[config.mk]
export PLATFORM = sky130hd
export DESIGN_NAME = pll_ratio_config
export DESIGN_NICKNAME = d
export VERILOG_FILES = /design/src/core/pll_ratio_pkg.sv /design/src/core/pll_freq_div.sv /design/src/core/pll_ratio_config.sv
export VERILOG_INCLUDE_DIRS = /design/src /design/src/core
export SDC_FILE = /design/constraint.sdc
export NUM_CORES = 2
export LEC_CHECK = 0
export ABC_AREA = 1
export BUFFER_PORTS_ARGS = -buffer_cell sky130_fd_sc_hd__buf_2
export CAP_MARGIN = 20
export CORE_UTILIZATION = 69
export DETAILED_ROUTE_END_ITERATION = 16
export GPL_TIMING_DRIVEN = 0
export PLACE_DENSITY_LB_ADDON = 0.25
export SYNTH_ARGS = -nofsm -noshare
export SYNTH_HDL_FRONTEND = slang
export SYNTH_SLANG_ARGS = --single-unit
[constraint.sdc]
create_clock -name clk_sys -period 19.5 [get_ports clk_sys]
set_clock_uncertainty 0.1 [all_clocks]
set_input_delay 1.95 -clock clk_sys [delete_from_list [all_inputs] [get_ports clk_sys]]
set_output_delay 1.95 -clock clk_sys [all_outputs]
set_load 0.01 [all_outputs]
[src/core/pll_ratio_cfg.svh]
`ifndef PLL_RATIO_CFG_SVH
`define PLL_RATIO_CFG_SVH

// stored field widths
`define PLL_OD_W        3
`define PLL_FB_W        12
`define PLL_IN_W        6

// write port widths, one bit wider so out-of-range values can arrive
`define PLL_OD_WR_W     4
`define PLL_FB_WR_W     13
`define PLL_IN_WR_W     7

// boot defaults
`define PLL_OD_RST      3'h1
`define PLL_FB_RST      12'h03F
`define PLL_IN_RST      6'h00

// permitted maxima
`define PLL_OD_MAX      4'h7
`define PLL_FB_MAX      13'h0FFF
`define PLL_IN_MAX      7'h3F

// window on oscillator times multiplier over twice the input divider, in kHz (260 MHz .. 1.3 GHz)
`define PLL_VCO_MIN_KHZ 32'h0003_F7A0
`define PLL_VCO_MAX_KHZ 32'h0013_D620

// serial divider length
`define PLL_DIV_STEPS   6'h20

`endif

[src/core/pll_ratio_pkg.sv]
package pll_ratio_pkg;

    typedef enum logic [1:0] {
        CALC_IDLE,
        CALC_START,
        CALC_BUSY
    } calc_state_t;

endpackage

[src/core/pll_freq_div.sv]
`timescale 1ns/1ps
`default_nettype none
`include "pll_ratio_cfg.svh"

module pll_freq_div
    import pll_ratio_pkg::*;
(
    input  wire logic        clk_sys,
    input  wire logic        rst_n,
    input  wire logic        start,
    input  wire logic [31:0] dividend,
    input  wire logic [15:0] divisor,
    output logic             busy,
    output logic             done,
    output logic [31:0]      quotient
);

    logic [15:0] rem_reg;
    logic [31:0] quo_reg;
    logic [5:0]  step_reg;
    logic [16:0] rem_shift;
    logic        fits;

    // one restoring step per clock
    assign rem_shift = {rem_reg, quo_reg[31]};
    assign fits      = rem_shift >= {1'b0, divisor};

    // start restarts even mid-way, the newest operands win
    always_ff @(posedge clk_sys) begin
        if (!rst_n) begin
            rem_reg  <= 16'h0000;
            quo_reg  <= 32'h0000_0000;
            step_reg <= 6'h00;
            busy     <= 1'b0;
            done     <= 1'b0;
        end else begin
            done <= 1'b0;
            if (start) begin
                rem_reg  <= 16'h0000;
                quo_reg  <= dividend;
                step_reg <= `PLL_DIV_STEPS;
                busy     <= 1'b1;
            end else if (busy) begin
                if (fits) begin
                    rem_reg <= 16'(rem_shift - {1'b0, divisor});
                end else begin
                    rem_reg <= rem_shift[15:0];
                end
                quo_reg  <= {quo_reg[30:0], fits};
                step_reg <= step_reg - 6'h01;
                if (step_reg == 6'h01) begin
                    busy <= 1'b0;
                    done <= 1'b1;
                end
            end
        end
    end

    assign quotient = quo_reg;

endmodule

`default_nettype wire

[src/core/pll_ratio_config.sv]
`timescale 1ns/1ps
`default_nettype none
`include "pll_ratio_cfg.svh"

module pll_ratio_config
    import pll_ratio_pkg::*;
(
    input  wire logic                    clk_sys,
    input  wire logic                    rst_n,
    input  wire logic                    cfg_wr,
    input  wire logic [`PLL_OD_WR_W-1:0] cfg_output_divider,
    input  wire logic [`PLL_FB_WR_W-1:0] cfg_feedback,
    input  wire logic [`PLL_IN_WR_W-1:0] cfg_input_div,
    input  wire logic [15:0]             osc_freq_khz,
    output logic [`PLL_OD_W-1:0]         output_divider,
    output logic [`PLL_FB_W-1:0]         feedback_mult,
    output logic [`PLL_IN_W-1:0]         input_div,
    output logic                         cfg_accept,
    output logic                         cfg_reject,
    output logic                         freq_valid,
    output logic [31:0]                  tile_freq_khz,
    output logic [31:0]                  switch_freq_khz,
    output logic [31:0]                  ref_src_freq_khz
);

    calc_state_t          state_reg;
    logic [`PLL_OD_W-1:0] od_reg;
    logic [`PLL_FB_W-1:0] fb_reg;
    logic [`PLL_IN_W-1:0] in_reg;
    logic [31:0]          freq_reg;
    logic [31:0]          dividend_reg;
    logic [15:0]          divisor_reg;
    logic                 valid_reg;
    logic                 accept_reg;
    logic                 reject_reg;

    logic [13:0]          wr_fb_plus;
    logic [7:0]           wr_in_plus;
    logic [31:0]          wr_vco_prod;
    logic [31:0]          wr_vco_lo;
    logic [31:0]          wr_vco_hi;
    logic                 fields_ok;
    logic                 vco_ok;
    logic                 accept;
    logic [12:0]          st_fb_plus;
    logic [6:0]           st_in_plus;
    logic [3:0]           st_od_plus;
    logic                 div_start;
    logic                 calc_done;
    logic                 launched_reg;
    logic                 div_done;
    logic [31:0]          div_quo;

    assign fields_ok = (cfg_output_divider <= `PLL_OD_MAX)
                    && (cfg_feedback <= `PLL_FB_MAX)
                    && (cfg_input_div <= `PLL_IN_MAX);

    // vco window compared as products, so no divider sits in the write path
    assign wr_fb_plus  = {1'b0, cfg_feedback} + 14'h0001;
    assign wr_in_plus  = {1'b0, cfg_input_div} + 8'h01;
    assign wr_vco_prod = 32'({16'h0000, osc_freq_khz}
                             * {18'h0_0000, wr_fb_plus});
    assign wr_vco_lo   = `PLL_VCO_MIN_KHZ * {23'h00_0000, wr_in_plus, 1'b0};
    assign wr_vco_hi   = `PLL_VCO_MAX_KHZ * {23'h00_0000, wr_in_plus, 1'b0};
    assign vco_ok = (wr_vco_prod >= wr_vco_lo) && (wr_vco_prod <= wr_vco_hi);
    assign accept = cfg_wr && fields_ok && vco_ok;

    // divider settings, defaults on reset, replaced by legal writes only
    always_ff @(posedge clk_sys) begin
        if (!rst_n) begin
            od_reg <= `PLL_OD_RST;
            fb_reg <= `PLL_FB_RST;
            in_reg <= `PLL_IN_RST;
        end else if (accept) begin
            od_reg <= cfg_output_divider[`PLL_OD_W-1:0];
            fb_reg <= cfg_feedback[`PLL_FB_W-1:0];
            in_reg <= cfg_input_div[`PLL_IN_W-1:0];
        end
    end

    // write outcome pulses
    always_ff @(posedge clk_sys) begin
        if (!rst_n) begin
            accept_reg <= 1'b0;
            reject_reg <= 1'b0;
        end else begin
            accept_reg <= accept;
            reject_reg <= cfg_wr && !accept;
        end
    end

    // operands from the stored settings
    assign st_fb_plus = {1'b0, fb_reg} + 13'h0001;
    assign st_in_plus = {1'b0, in_reg} + 7'h01;
    assign st_od_plus = {1'b0, od_reg} + 4'h1;

    // recalculation sequencer; osc changes are only seen on the next accepted write or reset
    always_ff @(posedge clk_sys) begin
        if (!rst_n) begin
            state_reg <= CALC_START;
        end else if (accept) begin
            state_reg <= CALC_START;
        end else begin
            case (state_reg)
                CALC_START: state_reg <= CALC_BUSY;
                CALC_BUSY:  state_reg <= calc_done ? CALC_IDLE : CALC_BUSY;
                CALC_IDLE:  state_reg <= CALC_IDLE;
                default:    state_reg <= CALC_IDLE;
            endcase
        end
    end

    // latch numerator and denominator of the ratio
    always_ff @(posedge clk_sys) begin
        if (!rst_n) begin
            dividend_reg <= 32'h0000_0000;
            divisor_reg  <= 16'h0001;
        end else if (state_reg == CALC_START) begin
            dividend_reg <= 32'({16'h0000, osc_freq_khz}
                                * {19'h0_0000, st_fb_plus});
            divisor_reg  <= {4'h0,
                             11'({4'h0, st_in_plus} * {7'h00, st_od_plus}),
                             1'b0};
        end
    end

    // launch bookkeeping; an accepted write clears it so that the done of an aborted
    // run is never taken for the result of the new settings
    always_ff @(posedge clk_sys) begin
        if (!rst_n) begin
            launched_reg <= 1'b0;
        end else if (accept || state_reg == CALC_START) begin
            launched_reg <= 1'b0;
        end else if (div_start) begin
            launched_reg <= 1'b1;
        end
    end

    // a start mid-run restarts the divider with the newest operands
    assign div_start = (state_reg == CALC_BUSY) && !launched_reg && !accept;
    assign calc_done = div_done && launched_reg;

    pll_freq_div u_div (
        .clk_sys  (clk_sys),
        .rst_n    (rst_n),
        .start    (div_start),
        .dividend (dividend_reg),
        .divisor  (divisor_reg),
        .busy     (),
        .done     (div_done),
        .quotient (div_quo)
    );

    // result and its validity; an accepted write invalidates at once
    always_ff @(posedge clk_sys) begin
        if (!rst_n) begin
            freq_reg  <= 32'h0000_0000;
            valid_reg <= 1'b0;
        end else if (accept || state_reg == CALC_START) begin
            valid_reg <= 1'b0;
        end else if (calc_done && state_reg == CALC_BUSY) begin
            freq_reg  <= div_quo;
            valid_reg <= 1'b1;
        end
    end

    assign output_divider = od_reg;
    assign feedback_mult  = fb_reg;
    assign input_div      = in_reg;
    assign cfg_accept     = accept_reg;
    assign cfg_reject     = reject_reg;
    assign freq_valid     = valid_reg;
    // one source fans out to all three consumers
    assign tile_freq_khz    = freq_reg;
    assign switch_freq_khz  = freq_reg;
    assign ref_src_freq_khz = freq_reg;

    chk_reset_defaults: assert property (
        @(posedge clk_sys) disable iff (!rst_n)
        !$past(rst_n) |-> (od_reg == `PLL_OD_RST && fb_reg == `PLL_FB_RST
                           && in_reg == `PLL_IN_RST))
        else $error("settings not at defaults after reset");

    chk_write_loads: assert property (
        @(posedge clk_sys) disable iff (!rst_n)
        (cfg_wr && fields_ok && vco_ok) |=>
        ({1'b0, od_reg} == $past(cfg_output_divider)
         && {1'b0, fb_reg} == $past(cfg_feedback)
         && {1'b0, in_reg} == $past(cfg_input_div) && cfg_accept))
        else $error("legal write did not load settings");

    chk_bad_write_kept: assert property (
        @(posedge clk_sys) disable iff (!rst_n)
        (cfg_wr && !(fields_ok && vco_ok)) |=>
        ($stable(od_reg) && $stable(fb_reg) && $stable(in_reg) && cfg_reject))
        else $error("refused write changed settings");

    chk_range_refused: assert property (
        @(posedge clk_sys) disable iff (!rst_n)
        (cfg_wr && (cfg_output_divider > 4'h7 || cfg_feedback > 13'h0FFF
                    || cfg_input_div > 7'h3F)) |=> (cfg_reject && !cfg_accept))
        else $error("out-of-range write not refused");

    chk_freq_equation: assert property (
        @(posedge clk_sys) disable iff (!rst_n)
        $rose(freq_valid) |->
        ({32'h0, freq_reg} * {48'h0, divisor_reg} <= {32'h0, dividend_reg}
         && {32'h0, dividend_reg}
            < ({32'h0, freq_reg} + 64'h1) * {48'h0, divisor_reg}))
        else $error("tile frequency breaks ratio equation");

    // write invalidates, then result returns within bound
    chk_recalc_bound: assert property (
        @(posedge clk_sys) disable iff (!rst_n)
        (accept ##1 (!cfg_wr)[*8]) |-> (!freq_valid)[*8] ##[1:40]
        (freq_valid || cfg_wr))
        else $error("recalculation not bounded");

    chk_clock_fanout: assert property (
        @(posedge clk_sys) disable iff (!rst_n)
        (switch_freq_khz == tile_freq_khz && ref_src_freq_khz == tile_freq_khz))
        else $error("clock consumers disagree");

endmodule

`default_nettype wire

Word level (Yosys, flattened, before mapping)
Index checks and enable logic that the tools add are counted.
W data, S select, Z words.
{"block": "word_totals", "out_inout_bits": 120, "input_bits": 43, "wordCells": 71, "ff_bits": 156}
{"block": "op_classes", "magnitude_cmp": 6, "addsub": 7, "n_eq_ne": 3, "n_mux": 11, "multipliers": 5, "bitwise_logic": 3, "reduce_logical": 19}
{"operator": "$mux W32", "n": 2}
{"operator": "$ge A30 B27 Y1", "n": 1}
{"operator": "$le A30 B30 Y1", "n": 1}
{"operator": "$mul A16 B14 Y30", "n": 1}
{"operator": "$mul A16 B13 Y29", "n": 1}
{"operator": "$mul A16 B8 Y24 const A", "n": 1}
{"operator": "$mul A13 B8 Y21 const A", "n": 1}
{"operator": "$ge A17 B12 Y1", "n": 1}
{"operator": "$mux W16", "n": 1}
{"operator": "$sub A16 B12 Y16", "n": 1}
{"operator": "$add A13 B1 Y14 const B", "n": 1}
{"operator": "$add A12 B1 Y13 const B", "n": 1}
{"operator": "$le A13 B12 Y1 const B", "n": 1}
{"operator": "$mux W6", "n": 2}
{"operator": "$mul A7 B4 Y11", "n": 1}
{"operator": "$logic_and A1 B1 Y1", "n": 10}
{"operator": "$add A7 B1 Y8 const B", "n": 1}
{"operator": "$add A6 B1 Y7 const B", "n": 1}
{"operator": "$le A7 B6 Y1 const B", "n": 1}
{"operator": "$eq A6 B1 Y1 const B", "n": 1}
{"operator": "$reduce_or A2 Y1", "n": 3}
{"operator": "$sub A6 B1 Y6 const B", "n": 1}
{"operator": "$add A3 B1 Y4 const B", "n": 1}
{"operator": "$le A4 B3 Y1 const B", "n": 1}
{"operator": "11 further kinds", "n": 17}

Logic depth before layout (Yosys ltp)
{"block": "depth", "depth_word": 8, "ltp_mapped": 51, "depth_no_buf": 49}

By module
From an unflattened synthesis, not the netlist that was laid out.
{"block": "unflattened", "hier_cells": 3798, "area_unflattened_um2": 28105.7}
{"mod": "pll_ratio_config", "n_inst": 1, "cells_each": 3208, "seq_area_each_um2": 2001.9, "area_per_inst_um2": 24395.9}
{"mod": "pll_freq_div", "n_inst": 1, "cells_each": 590, "seq_area_each_um2": 1121.1, "area_per_inst_um2": 3709.8}

Worst setup path before layout
No wires, ideal clock.
{"block": "synth_timing", "kind": "input-to-reg", "from": "input cfg_feedback[0]", "to": "register u_div.quo_reg[10], in the netlist u_div.quotient[10]", "path_buffers": 3, "slack_ps": 9916, "setup_ps": 132, "t_arrival_ps": 9351, "cell_stages": 47, "required_time_ps": 19268, "path_cell_list": "ha_1 nand2_1 nor2_1 inv_1 nor2_1 inv_1 o21ai_0 nand2_1 inv_1 clkbuf_1 nand2_1 fa_1 fa_1 fa_1 inv_1 fa_1 fa_1 inv_1 [... 11 more ...] xor2_1 ha_1 nand2_1 nor2_1 nand2_1 nor2_1 nand2_1 nor2_1 nor2_1 nand2_1 a21oi_1 nand3_2 nand2_4 buf_8 buf_4 nand3_1 nand2_1 a21oi_1"}
{"block": "synth_via", "elab_chain_len": 8, "word_cells_on_any_way": 14, "classes_between": "1 x add/sub; 1 x mul; 3 x order compare; 1 x mux; 8 x reduce/logical"}
{"item": "start: declaration", "line_no": "pll_ratio_config.sv:12", "text": "input wire logic [`PLL_FB_WR_W-1:0] cfg_feedback,"}
{"item": "$add A13 B1 Y14 / $le A13 B12 Y1 (equally long branches)"}
{"item": "$mul A16 B14 Y30 / $logic_and A1 B1 Y1 (equally long branches)", "line_no": "pll_ratio_config.sv:62, pll_ratio_config.sv:54"}
{"item": "$ge A30 B27 Y1, or another cell as far along", "line_no": "pll_ratio_config.sv:65", "text": "assign vco_ok = (wr_vco_prod >= wr_vco_lo) && (wr_vco_prod <= wr_vco_hi);"}
{"item": "$logic_and A1 B1 Y1, on equally long branches", "line_no": "pll_ratio_config.sv:65, pll_ratio_config.sv:66"}
{"item": "$logic_and A1 B1 Y1 *", "line_no": "pll_ratio_config.sv:66", "text": "assign accept = cfg_wr && fields_ok && vco_ok;"}
{"item": "$logic_not A1 Y1 *", "line_no": "pll_ratio_config.sv:140", "text": "assign div_start = (state_reg == CALC_BUSY) && !launched_reg && !accept;"}
{"item": "$logic_and A1 B1 Y1 *", "line_no": "pll_ratio_config.sv:140"}
{"item": "$mux W32 / $reduce_bool A2 Y1 (equally long branches)"}
{"item": "end signal: assignment", "line_no": "pll_freq_div.sv:40", "text": "quo_reg <= dividend;"}
{"item": "end signal: assignment", "line_no": "pll_freq_div.sv:49", "text": "quo_reg <= {quo_reg[30:0], fits};"}
{"item": "end: declaration", "line_no": "pll_freq_div.sv:19", "text": "logic [31:0] quo_reg;"}
Every way passes the cells marked *; elsewhere a longest branch is shown, timed or not.
A chain may end at the register's enable or synchronous reset.

Final worst setup path
{"block": "layout_timing", "from": "input cfg_feedback[1]", "to": "register in_reg[2], in the netlist input_div[2]"}
{"block": "layout_via", "elab_chain_len": 5, "word_cells_on_any_way": 10, "classes_between": "1 x add/sub; 1 x mul; 3 x order compare; 5 x reduce/logical"}
{"item": "$add A13 B1 Y14 / $le A13 B12 Y1 (equally long branches)"}
{"item": "$mul A16 B14 Y30 / $logic_and A1 B1 Y1 (equally long branches)", "line_no": "pll_ratio_config.sv:62, pll_ratio_config.sv:54"}
{"item": "$ge A30 B27 Y1, or another cell as far along", "line_no": "pll_ratio_config.sv:65"}
{"item": "$logic_and A1 B1 Y1, on equally long branches", "line_no": "pll_ratio_config.sv:65, pll_ratio_config.sv:66"}
{"item": "$logic_and A1 B1 Y1 *", "line_no": "pll_ratio_config.sv:66"}
{"item": "end signal: assignment", "line_no": "pll_ratio_config.sv:73", "text": "in_reg <= `PLL_IN_RST;"}
{"item": "end signal: assignment", "line_no": "pll_ratio_config.sv:77", "text": "in_reg <= cfg_input_div[`PLL_IN_W-1:0];"}
{"item": "end: declaration", "line_no": "pll_ratio_config.sv:29", "text": "logic [`PLL_IN_W-1:0] in_reg;"}
Marked as above.

==> reports/summary.txt <==
=========================================================================================
Cells resized by post-CTS repair ...........................................            0
Worst Path Max Fanout ......................................................           10
Main flop type after synthesis ............................................. sky130_fd_sc_hd__dfxtp_1
Ratio of cells with drive above 1 in the final layout ......................       8.393%
Max transition margin ......................................................       29.46%
CTS root buffer ............................................................ sky130_fd_sc_hd__clkbuf_16
Clock slew at reported path FFs ............................................      0.07 ns
Critical path launch point type ............................................    input pin
Starting density of the core ...............................................       70.47%
Number of optimization iterations in the first detailed-route pass .........            7
CTS buffer count ...........................................................           17
Number of distinct library cells after synthesis ...........................           54
Number of warnings printed during yosys synthesis ..........................            0
Total Wirelength ...........................................................     77670 µm
Critical setup path kind ...................................................       in2reg
Min-delay worst type .......................................................      reg2reg
Maximum number of pins on one net before global-route repair ...............           17
Most numerous cell in the Yosys netlist .................................... sky130_fd_sc_hd__nand2_1
Portion of the post-synthesis area used by sequential elements .............       11.39%
Maximum level of the CTS H-tree ............................................            4
Die ar. ....................................................................    40550 µm²
Post-CTS setup repair buffer count .........................................            0
Unrepaired setup endpoints after global routing ............................        false
Minimum clock period after layout ..........................................     11.36 ns
DRC violations left ........................................................            0
Last weighted congestion value of the routability-driven placer ............        1.024
Final global-route overflow total ..........................................            0
Maximum root-to-sink buffer count ..........................................            2
Die span in x ..............................................................     201.4 µm
Run status ................................................................. complete, no violations
Clock latency on the worst-skew pair .......................................      0.44 ns
Synth-to-Final Area Change .................................................       7.382%
Post-synth net total .......................................................         4373
Buffers on Ports ...........................................................          149
1st-iter DRT viols .........................................................         2143
Number of instances in the synthesized netlist .............................         3608
Overall track demand over capacity in global routing .......................       39.36%
CTS Hold Buffers Added .....................................................            0
Post-Route Setup TNS .......................................................         0 ns
Fill cells .................................................................         3065
Area share of the largest cell type after synthesis ........................       28.54%
Transition at the pin with the smallest max-transition slack ...............     1.058 ns
Type of destination of the critical path ...................................    flip-flop
Clock sink count ...........................................................          156
Slew Limit Fails ...........................................................            0
Main area contributors after synthesis ..................................... sky130_fd_sc_hd__fa_1, sky130_fd_sc_hd__ha_1, sky130_fd_sc_hd__dfxtp_1, sky130_fd_sc_hd__nand2_1, sky130_fd_sc_hd__inv_1
# IOs ......................................................................          163
Number of synthesized flops with an enable pin .............................            0
Mean post-synth cell area ..................................................    7.601 µm²
Via total after detailed routing ...........................................        24600
Fin. Hold Viols ............................................................            0
Part of the cycle the worst path needs .....................................       58.27%
Setup violators final ......................................................            0
Number of antenna violations at the first check in global routing ..........            2
Final routed wire length divided by cell count .............................     18.03 µm
Library cell occupying the most area in the post-synthesis netlist ......... sky130_fd_sc_hd__fa_1
Post-synthesis instance area ...............................................    27430 µm²
Die Span Y .................................................................     201.4 µm
Via-per-instance ratio .....................................................        5.709
Remaining number of nets flagged by the antenna check after routing ........            0
Data arrival time at the worst-slack endpoint ..............................     11.62 ns
Number of maximum-capacitance constraint violations ........................            0
Standard cell core area ....................................................    38920 µm²
CTS tree ...................................................................          yes
Sequential standard cell area ..............................................     3123 µm²
CP Data Required Time ......................................................     19.76 ns
Number of nets at the end of the flow ......................................         4541
Most used cell along the critical path ..................................... sky130_fd_sc_hd__nand2_1
Worst path max stage delay .................................................      0.60 ns
Synth Register Bits ........................................................          156
First-pass GRT wire length .................................................    125100 µm
Commonest cells in the netlist ............................................. sky130_fd_sc_hd__nand2_1, sky130_fd_sc_hd__inv_1, sky130_fd_sc_hd__fa_1
Via count of the first global-routing pass .................................        24510
Proportion of register bits with asynchronous set or reset after synthesis .           0%
Num rows ...................................................................           72
Multi-input logic area .....................................................    20530 µm²
Cell type of the slowest stage on the worst timing path .................... sky130_fd_sc_hd__fa_1
Final HPWL DP ..............................................................     63810 µm
Highest clock rate .........................................................    88.01 MHz
=========================================================================================
critical path, delay by kind of cell:
family          cells  cell delay (ns)
fa+ha+maj           9             4.11
xor+xnor            1             0.18
compound gates      6             1.00
buf+inv            11             1.67
simple gates       20             2.69
cell usage in the layout, fill, tap and decap left out, types with 12 or more instances in the layout:
cell,synthesis,routed
sky130_fd_sc_hd__buf_4,69,69
sky130_fd_sc_hd__dfxtp_1,156,156
sky130_fd_sc_hd__buf_2,16,165
sky130_fd_sc_hd__nand4_1,17,17
sky130_fd_sc_hd__clkbuf_1,89,90
sky130_fd_sc_hd__xnor2_1,42,42
sky130_fd_sc_hd__inv_1,712,712
sky130_fd_sc_hd__nand2_1,719,719
sky130_fd_sc_hd__fa_1,391,391
sky130_fd_sc_hd__nor2_1,319,319
sky130_fd_sc_hd__nor3_1,24,24
sky130_fd_sc_hd__xor2_1,64,64
sky130_fd_sc_hd__nand3_1,157,157
sky130_fd_sc_hd__a21oi_1,246,246
sky130_fd_sc_hd__o21ai_0,96,96
sky130_fd_sc_hd__ha_1,331,331
sky130_fd_sc_hd__clkbuf_16,0,17
sky130_fd_sc_hd__o21bai_1,12,12
layer usage:
metal,routed length (µm),global-route usage (%),up-vias
met4,4367,19.86,2
met5,13,0,-
li1,-,-,11400
met1,29630,49.18,11600
met3,7765,8.293,310
met2,35900,64.62,1284
kinds of logic (layout without fill, tap and decap cells):
kind of cell | after synthesis | in the layout | synth area share [%]
xor gates and xnor gates | 106 | 106 | 3.385
AOI/OAI and AO/OA | 428 | 428 | 8.664
and+or+nand+nor | 1280 | 1280 | 19.18
adders and majority gates | 722 | 722 | 43.64
buffers and inverters | 916 | 1097 | 13.75
DFF | 156 | 156 | 11.39
other | 0 | 2 | 0
per-stage QoR:
step	utilization, %	hold slack [ns]	area, µm²	worst slack, ns	instances
final	75.67	0.3587	29450	8.138	4309
after global routing	75.66	0.3819	29440	7.744	4307
after CTS	75.66	0.3624	29440	8.365	4307
after detailed placement	74.05	0.3513	28820	7.962	4275
after global placement	74.05	0.3436	28820	7.992	4275
after floorplan	-	0.3253	27430	9.916	3608
worst paths after layout:
| path | startpoint | to | slack [ns] | cells after the start |
|---|---|---|---|---|
| max reg2reg | feedback_mult[0]$_SDFFE_PN1P_ | dividend_reg[24]$_SDFFE_PN0P_ | 11.92 | 27 |
| min | dividend_reg[5]$_SDFFE_PN0P_ | dividend_reg[5]$_SDFFE_PN0P_ | 0.36 | 2 |
| min reg2reg | dividend_reg[5]$_SDFFE_PN0P_ | dividend_reg[5]$_SDFFE_PN0P_ | 0.36 | 2 |
| max | cfg_feedback[1] | input_div[2]$_SDFFE_PN0P_ | 8.14 | 47 |
cell type report:
class	instances	share of cell area, %
inverter	731	9.330
timing repair buffer	149	2.532
sequential	156	10.60
antenna	2	0.01699
clock buffer	18	1.457
buffer	185	3.471
clock inverter	14	0.6670
tap	518	2.201
multi-input combinational	2536	69.72
Power is not shown: default switching activity piles up to over one toggle a cycle in this logic, so the estimate is an artifact.
